===== src/rtl/ssac_params.svh =====
`ifndef SSAC_PARAMS_SVH
`define SSAC_PARAMS_SVH

// ----------------------------------------------------------------
// Register map (index = word number, byte address = index * 4)
// ----------------------------------------------------------------
`define SSAC_ACR_INDEX        8'h1d
`define SSAC_FLAG_INDEX       8'h1e
`define SSAC_ACR_RESET        8'h00
`define SSAC_FLAG_RESET       8'h00

// ----------------------------------------------------------------
// analog_control bit positions
// ----------------------------------------------------------------
`define SSAC_BIT_RAMP_DIR     7
`define SSAC_BIT_MODE_HIGH    6
`define SSAC_BIT_MODE_LOW     5
`define SSAC_BIT_ROUTE        4
`define SSAC_BIT_IRQ_EN       3
`define SSAC_BIT_CP2_PWR      2
`define SSAC_BIT_CP1_PWR      1
`define SSAC_BIT_ISRC_PWR     0

// ----------------------------------------------------------------
// Flag register bit positions (read: flag, write one: clear)
// ----------------------------------------------------------------
`define SSAC_BIT_FLAG_TWO     1
`define SSAC_BIT_FLAG_ONE     0

// ----------------------------------------------------------------
// Input synchroniser
// ----------------------------------------------------------------
`define SSAC_SYNC_INPUTS      3
`define SSAC_SYNC_CMP1        0
`define SSAC_SYNC_CMP2        1
`define SSAC_SYNC_EXTCAP      2

`endif


===== src/rtl/ssac_pkg.sv =====
package ssac_pkg;

  // ----------------------------------------------------------------
  // Conversion modes, in the order of their two-bit code
  // ----------------------------------------------------------------
  typedef enum logic [1:0] {
    SSAC_MODE_MANUAL,      // Software drives the ramp direction
    SSAC_MODE_AUTO_DIS,    // Manual charge, discharge on flag two
    SSAC_MODE_OVF_CAP,     // Charge on overflow, stop on capture
    SSAC_MODE_CMP_CAP      // Charge on compare, stop on capture
  } ssac_mode_type;

  // ----------------------------------------------------------------
  // Whole state of the control block
  // ----------------------------------------------------------------
  typedef struct packed {
    logic        ramp_direction;        // One sources, zero sinks
    logic        conv_mode_high;        // Mode code, high bit
    logic        conv_mode_low;         // Mode code, low bit
    logic        capture_route_select;  // Capture from flag two
    logic        comparator_irq_enable; // Gates the analog request
    logic        comparator_two_power;  // Comparator two powered
    logic        comparator_one_power;  // Comparator one powered
    logic        current_source_power;  // Ramp source powered
    logic        comparator_one_flag;   // Sticky rising edge, one
    logic        comparator_two_flag;   // Sticky rising edge, two
    logic        cmp1_prev;             // Last filtered level, one
    logic        cmp2_prev;             // Last filtered level, two
    logic        pready;                // Bus answer
    logic        pslverr;               // Bus error answer
    logic [31:0] prdata;                // Bus read data
    logic        ramp_source_en;        // Charge source on ramp pin
    logic        ramp_sink_en;          // Discharge device on pin
    logic        support_power;         // Shared support circuitry
    logic        capture_input;         // Timer capture source
    logic        analog_irq;            // Analog interrupt request
  } ssac_state_type;

endpackage


===== src/rtl/ssac_sync_if.sv =====
`timescale 1ns/1ns

// ----------------------------------------------------------------
// Filtered levels from the synchroniser to the control logic
// ----------------------------------------------------------------
interface ssac_sync_if #(
  parameter int WIDTH = 3
);
  logic [WIDTH-1:0] level;  // Debounced, clock-domain levels

  modport src (output level);
  modport dst (input  level);
endinterface


===== src/rtl/ssac_sync.sv =====
`timescale 1ns/1ns

// Three-stage synchroniser; a change is accepted once the second
// and third stages agree, so a one-cycle glitch is never counted.
module ssac_sync #(
  parameter int WIDTH = 3
) (
  input  logic             pclk,
  input  logic             presetn,
  input  logic [WIDTH-1:0] async_in,
  ssac_sync_if.src         sync_out
);

  // ----------------------------------------------------------------
  // State
  // ----------------------------------------------------------------
  typedef struct packed {
    logic [WIDTH-1:0] s1;      // First stage, read only by s2
    logic [WIDTH-1:0] s2;      // Second stage
    logic [WIDTH-1:0] s3;      // Third stage
    logic [WIDTH-1:0] stable;  // Accepted level
  } ssac_sync_state_type;

  ssac_sync_state_type state_reg;
  ssac_sync_state_type state_next;

  generate
    if (WIDTH < 1) begin : g_bad_width
      $error("ssac_sync: WIDTH must be at least one");
    end
  endgenerate

  // ----------------------------------------------------------------
  // Next state: shift, accept where two and three agree
  // ----------------------------------------------------------------
  always_comb begin
    state_next        = state_reg;
    state_next.s1     = async_in;
    state_next.s2     = state_reg.s1;
    state_next.s3     = state_reg.s2;
    state_next.stable = (state_reg.s2 & ~(state_reg.s2 ^ state_reg.s3)) |
                        (state_reg.stable & (state_reg.s2 ^ state_reg.s3));
  end

  // Register; reset to zero, i.e. comparators read low
  always_ff @(posedge pclk or negedge presetn) begin
    if (!presetn) begin
      state_reg <= '0;
    end else begin
      state_reg <= state_next;
    end
  end

  assign sync_out.level = state_reg.stable;

endmodule


===== src/rtl/ssac_top.sv =====
`timescale 1ns/1ns
`include "ssac_params.svh"

// Overview of operation
// Reset clears every control bit
// Control register at index 1d holds power bits
// Current source off: direction and mode ignored
// Direction one sources, zero sinks when powered
// Direction reads back hardware changes too
// Two mode bits select four conversion modes
// Manual mode: direction changes only on writes
// Auto discharge: flag two clears direction
// Overflow sets, capture clears direction
// Compare sets, capture clears direction
// Route bit picks flag two or pin
// Writing mode high bit sets route bit
// Flag-two capture stores timer count externally
// Software sets timer capture edge rising
// Irq enable: request while either flag set
// Analog request stays after capture flag cleared
// Each comparator power bit switches its comparator
// Source power bit powers source and discharge
// Support powered when any power bit set
// Software powers source, comparators, clears flags
// Flag two sets on rise, clears writing one
// Hardware changes at event edge, writes win
module ssac_top #(
  parameter int ADDR_W = 8
) (
  input  logic              pclk,
  input  logic              presetn,
  input  logic              psel,
  input  logic              penable,
  input  logic              pwrite,
  input  logic [ADDR_W-1:0] paddr,
  input  logic [31:0]       pwdata,
  output logic [31:0]       prdata,
  output logic              pready,
  output logic              pslverr,
  input  logic              comparator_one_out,
  input  logic              comparator_two_out,
  input  logic              external_capture_pin,
  input  logic              timer_overflow_flag,
  input  logic              compare_match_flag,
  input  logic              capture_event_flag,
  output logic              comparator_one_power_en,
  output logic              comparator_two_power_en,
  output logic              current_source_power_en,
  output logic              support_power_en,
  output logic              ramp_source_en,
  output logic              ramp_sink_en,
  output logic              timer_capture_input,
  output logic              analog_irq
);
  import ssac_pkg::*;

  // ----------------------------------------------------------------
  // Elaboration checks
  // ----------------------------------------------------------------
  // The highest register sits at byte 78, which seven address bits
  // can reach; the check below asks for at least eight.
  generate
    if (ADDR_W < 8 || ADDR_W > 32) begin : g_bad_addr
      $error("ssac_top: ADDR_W must lie between 8 and 32");
    end
  endgenerate

  // ----------------------------------------------------------------
  // Constants
  // ----------------------------------------------------------------
  localparam logic [ADDR_W-1:0] ACR_ADDR  =
    ADDR_W'({`SSAC_ACR_INDEX, 2'b00});     // Control word address
  localparam logic [ADDR_W-1:0] FLAG_ADDR =
    ADDR_W'({`SSAC_FLAG_INDEX, 2'b00});    // Flag word address

  // ----------------------------------------------------------------
  // Declarations
  // ----------------------------------------------------------------
  ssac_state_type  state_reg;           // All registered state
  ssac_state_type  state_next;          // Its next value
  ssac_sync_if #(.WIDTH(`SSAC_SYNC_INPUTS)) sync_bus ();
  logic [`SSAC_SYNC_INPUTS-1:0] raw_in; // Pins from outside domain
  logic            cmp1_level;          // Filtered comparator one
  logic            cmp2_level;          // Filtered comparator two
  logic            extcap_level;        // Filtered capture pin
  logic            cmp1_rise;           // Rising edge, comparator one
  logic            cmp2_rise;           // Rising edge, comparator two
  logic            setup_phase;         // APB setup cycle
  logic            access_done;         // APB transfer completes
  logic            wr_acr;              // Write to control word
  logic            wr_flag;             // Write to flag word
  logic            addr_hit;            // Address is mapped
  logic [7:0]      acr_value;           // Control word as read
  logic [7:0]      flag_value;          // Flag word as read
  logic [7:0]      wbyte;               // Low write data byte
  ssac_mode_type   mode;                // Current conversion mode

  // ----------------------------------------------------------------
  // Input synchronisers
  // ----------------------------------------------------------------
  // Comparator outputs and the capture pin are asynchronous.
  // Timer flags come from logic on pclk and are used directly.
  assign raw_in[`SSAC_SYNC_CMP1]   = comparator_one_out;
  assign raw_in[`SSAC_SYNC_CMP2]   = comparator_two_out;
  assign raw_in[`SSAC_SYNC_EXTCAP] = external_capture_pin;

  ssac_sync #(
    .WIDTH    (`SSAC_SYNC_INPUTS)
  ) u_sync (
    .pclk     (pclk),
    .presetn  (presetn),
    .async_in (raw_in),
    .sync_out (sync_bus)
  );

  assign cmp1_level   = sync_bus.level[`SSAC_SYNC_CMP1];
  assign cmp2_level   = sync_bus.level[`SSAC_SYNC_CMP2];
  assign extcap_level = sync_bus.level[`SSAC_SYNC_EXTCAP];

  // Edge detect on the filtered levels only
  assign cmp1_rise = cmp1_level & ~state_reg.cmp1_prev;
  assign cmp2_rise = cmp2_level & ~state_reg.cmp2_prev;

  // ----------------------------------------------------------------
  // Bus decode
  // ----------------------------------------------------------------
  // pready is registered, so every transfer has one wait-free
  // access cycle; the cost is the extra flop, kept for clean timing.
  assign setup_phase = psel & ~penable;
  assign access_done = psel & penable & state_reg.pready;
  assign addr_hit    = (paddr == ACR_ADDR) || (paddr == FLAG_ADDR);
  assign wr_acr      = access_done & pwrite & (paddr == ACR_ADDR);
  assign wr_flag     = access_done & pwrite & (paddr == FLAG_ADDR);
  assign wbyte       = pwdata[7:0];

  // ----------------------------------------------------------------
  // Readable views
  // ----------------------------------------------------------------
  // Direction is read from state, hardware changes included
  always_comb begin
    acr_value                       = `SSAC_ACR_RESET;
    acr_value[`SSAC_BIT_RAMP_DIR]   = state_reg.ramp_direction;
    acr_value[`SSAC_BIT_MODE_HIGH]  = state_reg.conv_mode_high;
    acr_value[`SSAC_BIT_MODE_LOW]   = state_reg.conv_mode_low;
    acr_value[`SSAC_BIT_ROUTE]      = state_reg.capture_route_select;
    acr_value[`SSAC_BIT_IRQ_EN]     = state_reg.comparator_irq_enable;
    acr_value[`SSAC_BIT_CP2_PWR]    = state_reg.comparator_two_power;
    acr_value[`SSAC_BIT_CP1_PWR]    = state_reg.comparator_one_power;
    acr_value[`SSAC_BIT_ISRC_PWR]   = state_reg.current_source_power;
  end

  // Write-one-clear bits read the sticky flags, other bits zero
  always_comb begin
    flag_value                      = `SSAC_FLAG_RESET;
    flag_value[`SSAC_BIT_FLAG_TWO]  = state_reg.comparator_two_flag;
    flag_value[`SSAC_BIT_FLAG_ONE]  = state_reg.comparator_one_flag;
  end

  // Mode decode from the two stored bits
  assign mode = ssac_mode_type'({state_reg.conv_mode_high,
                                 state_reg.conv_mode_low});

  // ----------------------------------------------------------------
  // Next-state logic
  // ----------------------------------------------------------------
  always_comb begin
    state_next = state_reg;

    // Bus answer: ready in the cycle after setup
    state_next.pready  = setup_phase;
    state_next.pslverr = setup_phase & ~addr_hit;
    if (setup_phase) begin
      if (pwrite || !addr_hit) begin
        state_next.prdata = 32'h0000_0000;
      end else if (paddr == ACR_ADDR) begin
        state_next.prdata = {24'h00_0000, acr_value};
      end else begin
        state_next.prdata = {24'h00_0000, flag_value};
      end
    end else begin
      // Zero outside the answer cycle, setup phase included
      state_next.prdata = 32'h0000_0000;
    end

    // Filtered level history for edge detect
    state_next.cmp1_prev = cmp1_level;
    state_next.cmp2_prev = cmp2_level;

    // Flags: a clear written in the same cycle loses to a new edge
    if (wr_flag && wbyte[`SSAC_BIT_FLAG_ONE]) begin
      state_next.comparator_one_flag = 1'b0;
    end
    if (wr_flag && wbyte[`SSAC_BIT_FLAG_TWO]) begin
      state_next.comparator_two_flag = 1'b0;
    end
    if (cmp1_rise) begin
      state_next.comparator_one_flag = 1'b1;
    end
    if (cmp2_rise) begin
      state_next.comparator_two_flag = 1'b1;
    end

    // Hardware steering of direction, only with source powered
    if (state_reg.current_source_power) begin
      unique case (mode)
        SSAC_MODE_MANUAL: begin
          // Direction held until software rewrites it
          state_next.ramp_direction = state_reg.ramp_direction;
        end
        SSAC_MODE_AUTO_DIS: begin
          // Flag two setting ends the charge
          if (cmp2_rise) begin
            state_next.ramp_direction = 1'b0;
          end
        end
        SSAC_MODE_OVF_CAP: begin
          if (!state_reg.ramp_direction && timer_overflow_flag) begin
            state_next.ramp_direction = 1'b1;
          end else if (state_reg.ramp_direction && capture_event_flag) begin
            state_next.ramp_direction = 1'b0;
          end
        end
        SSAC_MODE_CMP_CAP: begin
          if (!state_reg.ramp_direction && compare_match_flag) begin
            state_next.ramp_direction = 1'b1;
          end else if (state_reg.ramp_direction && capture_event_flag) begin
            state_next.ramp_direction = 1'b0;
          end
        end
      endcase
    end

    // Software write to the control word wins over hardware
    if (wr_acr) begin
      state_next.ramp_direction        = wbyte[`SSAC_BIT_RAMP_DIR];
      state_next.conv_mode_high        = wbyte[`SSAC_BIT_MODE_HIGH];
      state_next.conv_mode_low         = wbyte[`SSAC_BIT_MODE_LOW];
      // Selecting a timer mode forces capture from flag two
      state_next.capture_route_select  = wbyte[`SSAC_BIT_ROUTE] |
                                         wbyte[`SSAC_BIT_MODE_HIGH];
      state_next.comparator_irq_enable = wbyte[`SSAC_BIT_IRQ_EN];
      state_next.comparator_two_power  = wbyte[`SSAC_BIT_CP2_PWR];
      state_next.comparator_one_power  = wbyte[`SSAC_BIT_CP1_PWR];
      state_next.current_source_power  = wbyte[`SSAC_BIT_ISRC_PWR];
    end

    // Ramp pin drive follows the new bits in the same edge;
    // clearing source power stops both at once.
    state_next.ramp_source_en = state_next.current_source_power &
                                state_next.ramp_direction;
    state_next.ramp_sink_en   = state_next.current_source_power &
                                ~state_next.ramp_direction;

    // Shared support circuitry
    state_next.support_power  = state_next.current_source_power |
                                state_next.comparator_one_power |
                                state_next.comparator_two_power;

    // Timer capture source; the timer itself stores the count and
    // must be set to rising edges by software.
    state_next.capture_input  = state_next.capture_route_select ?
                                state_next.comparator_two_flag :
                                extcap_level;

    // Analog request tracks the sticky flags, independent of the
    // timer capture flag, so it stays pending after that is cleared.
    state_next.analog_irq     = state_next.comparator_irq_enable &
                                (state_next.comparator_one_flag |
                                 state_next.comparator_two_flag);
  end

  // ----------------------------------------------------------------
  // State register
  // ----------------------------------------------------------------
  // Reset clears all control bits: everything powered down, manual
  always_ff @(posedge pclk or negedge presetn) begin
    if (!presetn) begin
      state_reg <= '0;
    end else begin
      state_reg <= state_next;
    end
  end

  // ----------------------------------------------------------------
  // Outputs, each straight from a flop
  // ----------------------------------------------------------------
  assign prdata                  = state_reg.prdata;
  assign pready                  = state_reg.pready;
  assign pslverr                 = state_reg.pslverr;
  assign comparator_one_power_en = state_reg.comparator_one_power;
  assign comparator_two_power_en = state_reg.comparator_two_power;
  assign current_source_power_en = state_reg.current_source_power;
  assign support_power_en        = state_reg.support_power;
  assign ramp_source_en          = state_reg.ramp_source_en;
  assign ramp_sink_en            = state_reg.ramp_sink_en;
  assign timer_capture_input     = state_reg.capture_input;
  assign analog_irq              = state_reg.analog_irq;

endmodule


===== config.mk =====
export PLATFORM = sky130hd
export DESIGN_NAME = ssac_top
export DESIGN_NICKNAME = d
export VERILOG_FILES = /design/src/rtl/ssac_pkg.sv /design/src/rtl/ssac_sync_if.sv /design/src/rtl/ssac_sync.sv /design/src/rtl/ssac_top.sv
export VERILOG_INCLUDE_DIRS = /design/src /design/src/rtl
export SDC_FILE = /design/constraint.sdc
export NUM_CORES = 1
export LEC_CHECK = 0
export BUFFER_PORTS_ARGS = -buffer_cell sky130_fd_sc_hd__buf_2
export CORE_ASPECT_RATIO = 1.25
export CORE_MARGIN = 3
export CORE_UTILIZATION = 40
export DETAILED_ROUTE_END_ITERATION = 10
export PLACE_DENSITY_LB_ADDON = 0.08
export SYNTH_ARGS = -nofsm -noshare
export SYNTH_HDL_FRONTEND = slang
export SYNTH_SLANG_ARGS = --single-unit

===== constraint.sdc =====
create_clock -name pclk -period 1.6 [get_ports pclk]
set_input_delay 0.08 -clock pclk [delete_from_list [all_inputs] [get_ports pclk]]
set_output_delay 0.08 -clock pclk [all_outputs]
set_load 0.05 [all_outputs]

# == Word level (Yosys, flattened, before mapping) ==
# Index checks and enable logic that the tools add are counted.
# totals
ff_bits,63
output_inout_bits,42
elab_cells,80
# classes
bitwise,26
muxes,15
n_reduce_logical,10
n_eq_ne,5
# op_table
cell,count
two-way mux 32 bit,1
two-way mux 8 bit,3
"equality test 8 x 7 -> 1 bit, second input constant",2
bitwise AND 1 bit,12
two-way mux 1 bit,10
bitwise AND 3 bit,2
logical AND 1 bit,5
NOT 1 bit,5
"equality test 2 bit, second input constant",2
OR 1 bit,4
case mux 1 bit (4 select lines),1
NOT 3 bit,1
OR 3 bit,1
XOR 3 bit,1
"equality test 2 x 1 -> 1 bit, second input constant",1
zero test 1 bit,2
zero test 2 bit,1
logical OR 1 bit,2

# == Logic depth before layout (Yosys ltp) ==
# depth
depth_word,9
ltp_mapped,5

# == Modules after synthesis ==
# Synthesis repeated with hierarchy kept, for this count alone.
# hier_totals
cells_unflattened,143
area_unflattened_um2,1719.1
# by_module_without_submodules
mod,cells_each,n_inst,area_each_um2,seq_area_each_um2
ssac_top,125,1,1362.6,675.6
ssac_sync,18,1,356.6,300.3

# == Worst setup path after synthesis ==
# Ideal clock, no wire load.
# synth_timing
path_kind,flip-flop to flip-flop
start,register state_reg (netlist bit pready)
end,register state_reg (netlist bit timer_capture_input)
setup_ns,0.125
synth_period_minus_slack_ns,1.870
t_required_ns,1.475
stages_incl_launch_ff,5
slack_ns,-0.270
n_path_buf,0
arrival_time_ns,1.745
cell_sequence,dfrtp_1 and4_4 and4_4 mux2_4 mux2_4
# synth_lines
item,line,text
from (decl),ssac_top.sv:79,ssac_state_type state_reg;
from (signal assigned),ssac_top.sv:280,state_reg <= state_next;

==> impl_summary.md <==
Clock tree
The clock-pin transition on the worst setup and hold timing paths is roughly 0.08 ns. The largest buffer count on any clock path is 2. The number of buffers created by CTS is 5. At the later pin of the worst-skew pair, clock insertion delay measures ~0.28 ns. TritonCTS built the clock tree. The count of buffers added by post-CTS timing repair for setup is 0. After clock tree synthesis, the repair step resized 0 gates. In this run, post-CTS hold repair placed 5 buffers. The cell at the root of the clock tree is sky130_fd_sc_hd__clkbuf_8.

The H-tree was split into 2 levels. CTS saw 39 sinks.

Cells and area
In the final layout, the share of cells above drive strength 1 is 0.3182. For this run, the share of the core covered by cells in the final layout is 0.5133. The net count of the finished layout is 248. The register with the most flip-flops in the layout has 8 of them.

From synthesis to final layout, the design area changed by 19.42%. The number of inserted diodes is 0.

Global route
For this run the aggregate overflow at the end of global routing stands at 0. For this run, the total global-route usage over all layers was measured as 0.1262. The via count of the first global-routing pass is 1122. The number of antenna violations at the first check in global routing is 0. Entering global routing, the biggest net connects 40 pins. The first global-routing pass estimated roughly 5000 um of wire.

Floorplanning
Pin placement for this block handled slightly above 90 I/O pins. The region available for standard cell placement spans ~3900 um2. The initial cell density of the core is 0.4298.

The row count is 25. The floorplan step defined a die boundary enclosing slightly above 5000 um2. The floorplan step set the die height to about 80 um.

In this run the horizontal extent of the chip is roughly 64 um.

Route
After the first detailed-routing iteration, the DRC count stood at 26. The remaining number of nets flagged by the antenna check after routing is 0. The final route contains roughly 1100 vias.

The first-pass detailed-route iteration total is 4. The final layout contains routed wiring with a total length of 2991 um. The routed wire length per instance is around 12 um. The number of remaining DRC errors is 0. The number of vias per cell after detailed routing is roughly 4.3.

Critical path
The type of destination of the critical path is a flop. Counting cells, the worst reg-to-reg path comes to 4. The minimum setup slack among reg-to-reg paths is 0.06 ns. The data arrival time at the worst-slack endpoint is between 1.5 and 2 ns. The start of the worst register-to-register path is pready$_DFF_PN0_.

STA classifies the critical path startpoint as a flop. Data on the critical path is required at its endpoint by roughly 1.8 ns. The worst setup path is of the reg2reg kind. Along the worst path, the maximum fanout reaches 4.

The worst register-to-register path ends at timer_capture_input$_DFF_PN0_.

Power and ir drop
For this design the ratio of total power to cell area is 1095 nW/um2. The total power is between 0.002 and 0.0025 W. The leakage power is approximately 1.1 nW. IR analysis of the VDD net gives a maximum drop of between 600 and 700 uV.

Synthesis
The number of enable-type register cells in the synthesized netlist is 0. By count the netlist is led by sky130_fd_sc_hd__dfrtp_1, sky130_fd_sc_hd__buf_4, sky130_fd_sc_hd__nand2_1, sky130_fd_sc_hd__and2_1, sky130_fd_sc_hd__nor2_1. In the post-synthesis netlist, the biggest area contributors are sky130_fd_sc_hd__dfrtp_1, sky130_fd_sc_hd__buf_4, sky130_fd_sc_hd__nand2_1. Synthesis handed over a netlist of between 100 and 150 instances. The most repeated cell in the gate-level netlist after synthesis is sky130_fd_sc_hd__dfrtp_1.

In this run, distinct cell masters in the synthesized netlist total 35. During synthesis, Yosys emitted a total of 0 warnings. After synthesis the netlist holds a flip-flop and latch count of 39. For this run, the register share of the synthesized area comes to 0.5761. The largest total area in the synthesized netlist belongs to sky130_fd_sc_hd__dfrtp_1. Of all flip-flops after synthesis, the portion carrying an async set or reset was 1.000. Among all flip-flop cells after synthesis, the most frequent one is sky130_fd_sc_hd__dfrtp_1. Of the post-synthesis cell area, the dominant cell type holds 0.5761. The mapped netlist covers about 1700 um2. A synthesized cell averages around 11 um2.

STA
The worst pin sits at a relative slew slack of 0.4545. The worst hold slack is approximately 0.017 ns. The hold violation count in the final report is 0. Dividing the final minimum period by the clock period gives 0.9600. The final number of setup-violating endpoints is 0. The minimum clock period after layout is 1.536 ns. The count of pins over their slew limit was 0. The final setup skew is 0.005528 ns. Setup repair after global routing left no endpoint under its margin. Based on the critical path, the design can be clocked at up to roughly 0.65 GHz. The actual slew at the worst max-slew pin is around 0.8 ns.

Worst hold path
The startpoint identified for the worst hold timing path is pwdata[3]. The path with the worst hold slack has its endpoint at acr_value[3]$_DFF_PN0_. The class of the most critical hold timing path is in2reg. The worst hold path passes through 3 cells.

Status
The run finished with clean final reports.

Place
The wire-length estimate of the detail-placed layout is around 2300 um. The final RePlAce weighted congestion is around 0.8. Input and output buffers added on the ports amount to 44.

Job
Across the run, the number of max-cap violations was 0.
## metrics by stage
stage	std cells	instance area, um2	setup TNS, ns	setup slack [ns]
after global routing	252	2023	0	0.02246
after detailed placement	239	1837	0	0.08275
after global placement	239	1837	0	0.07723
after floorplan	172	1782	-0.1310	-0.1310
final	252	2023	0	0.06401
after CTS	252	2023	0	0.06409
## routing by layer
metal / vias to the layer above / part of all wire / track usage
met5: - / 0 / 0
met4: 0 / 0.011 / 0.05074
met3: 4 / 0.059 / 0.03395
met2: 33 / 0.53 / 0.2172
met1: 520 / 0.40 / 0.1485
li1: 533 / - / -
## how the worst max path moves through the flow
stage                     start                             to  slack, ns  cells after the start
4_1_cts        pready$_DFF_PN0_  timer_capture_input$_DFF_PN0_       0.06                      4
3_3_place_gp   pready$_DFF_PN0_  timer_capture_input$_DFF_PN0_       0.08                      4
2_1_floorplan  pready$_DFF_PN0_  timer_capture_input$_DFF_PN0_      -0.13                      4
6_report       pready$_DFF_PN0_  timer_capture_input$_DFF_PN0_       0.06                      4
3_5_place_dp   pready$_DFF_PN0_  timer_capture_input$_DFF_PN0_       0.08                      4
5_1_grt        pready$_DFF_PN0_  timer_capture_input$_DFF_PN0_       0.02                      4
## worst max-delay path, stage by stage, from the launching register on
cell and delay, ns:
sky130_fd_sc_hd__dfrtp_2 0.36, sky130_fd_sc_hd__and4_4 0.23, sky130_fd_sc_hd__and4_4 0.24, sky130_fd_sc_hd__mux2_4 0.31, sky130_fd_sc_hd__mux2_4 0.29
## kinds of logic (layout without fill, tap and decap cells)
family / count (synthesis) / in the layout / synth area share
AND/OR/NAND/NOR: 53 / 53 / 0.1736
adder cells (fa/ha/maj): 3 / 3 / 0.01773
multiplexers: 3 / 3 / 0.02437
buffers and inverters: 37 / 63 / 0.1551
other: 1 / 24 / 0.002214
AO/OA/AOI/OAI: 13 / 13 / 0.05096
flip-flops: 39 / 39 / 0.5761
## layout make-up
type	instances	area, um2
tap	54	67.56
timing repair buffer	51	285.3
inverter	4	15.01
clock buffer	5	68.82
multi-input combinational	96	541.8
clock inverter	3	67.56
sequential	39	977.2
fill	402	1918
## placed cells by master (no fill, tap or decap), types with 3 or more instances in the layout
master,n
sky130_fd_sc_hd__clkbuf_8,5
sky130_fd_sc_hd__dlygate4sd3_1,5
sky130_fd_sc_hd__inv_1,4
sky130_fd_sc_hd__nand2_1,20
sky130_fd_sc_hd__nor2b_1,3
sky130_fd_sc_hd__and2_1,5
sky130_fd_sc_hd__conb_1,24
sky130_fd_sc_hd__maj3_1,3
sky130_fd_sc_hd__buf_2,44
sky130_fd_sc_hd__nor2_1,5
sky130_fd_sc_hd__dfrtp_1,38
## power breakdown
group / leakage [nW] / internal (W) / switching (W)
Sequential: 0.488 / 0.00101 / 0.0000127
Clock: 0.0644 / 0.000622 / 0.000323
Combinational: 0.507 / 0.0000541 / 0.000189
Note: power is estimated with default switching activity, not from simulation.
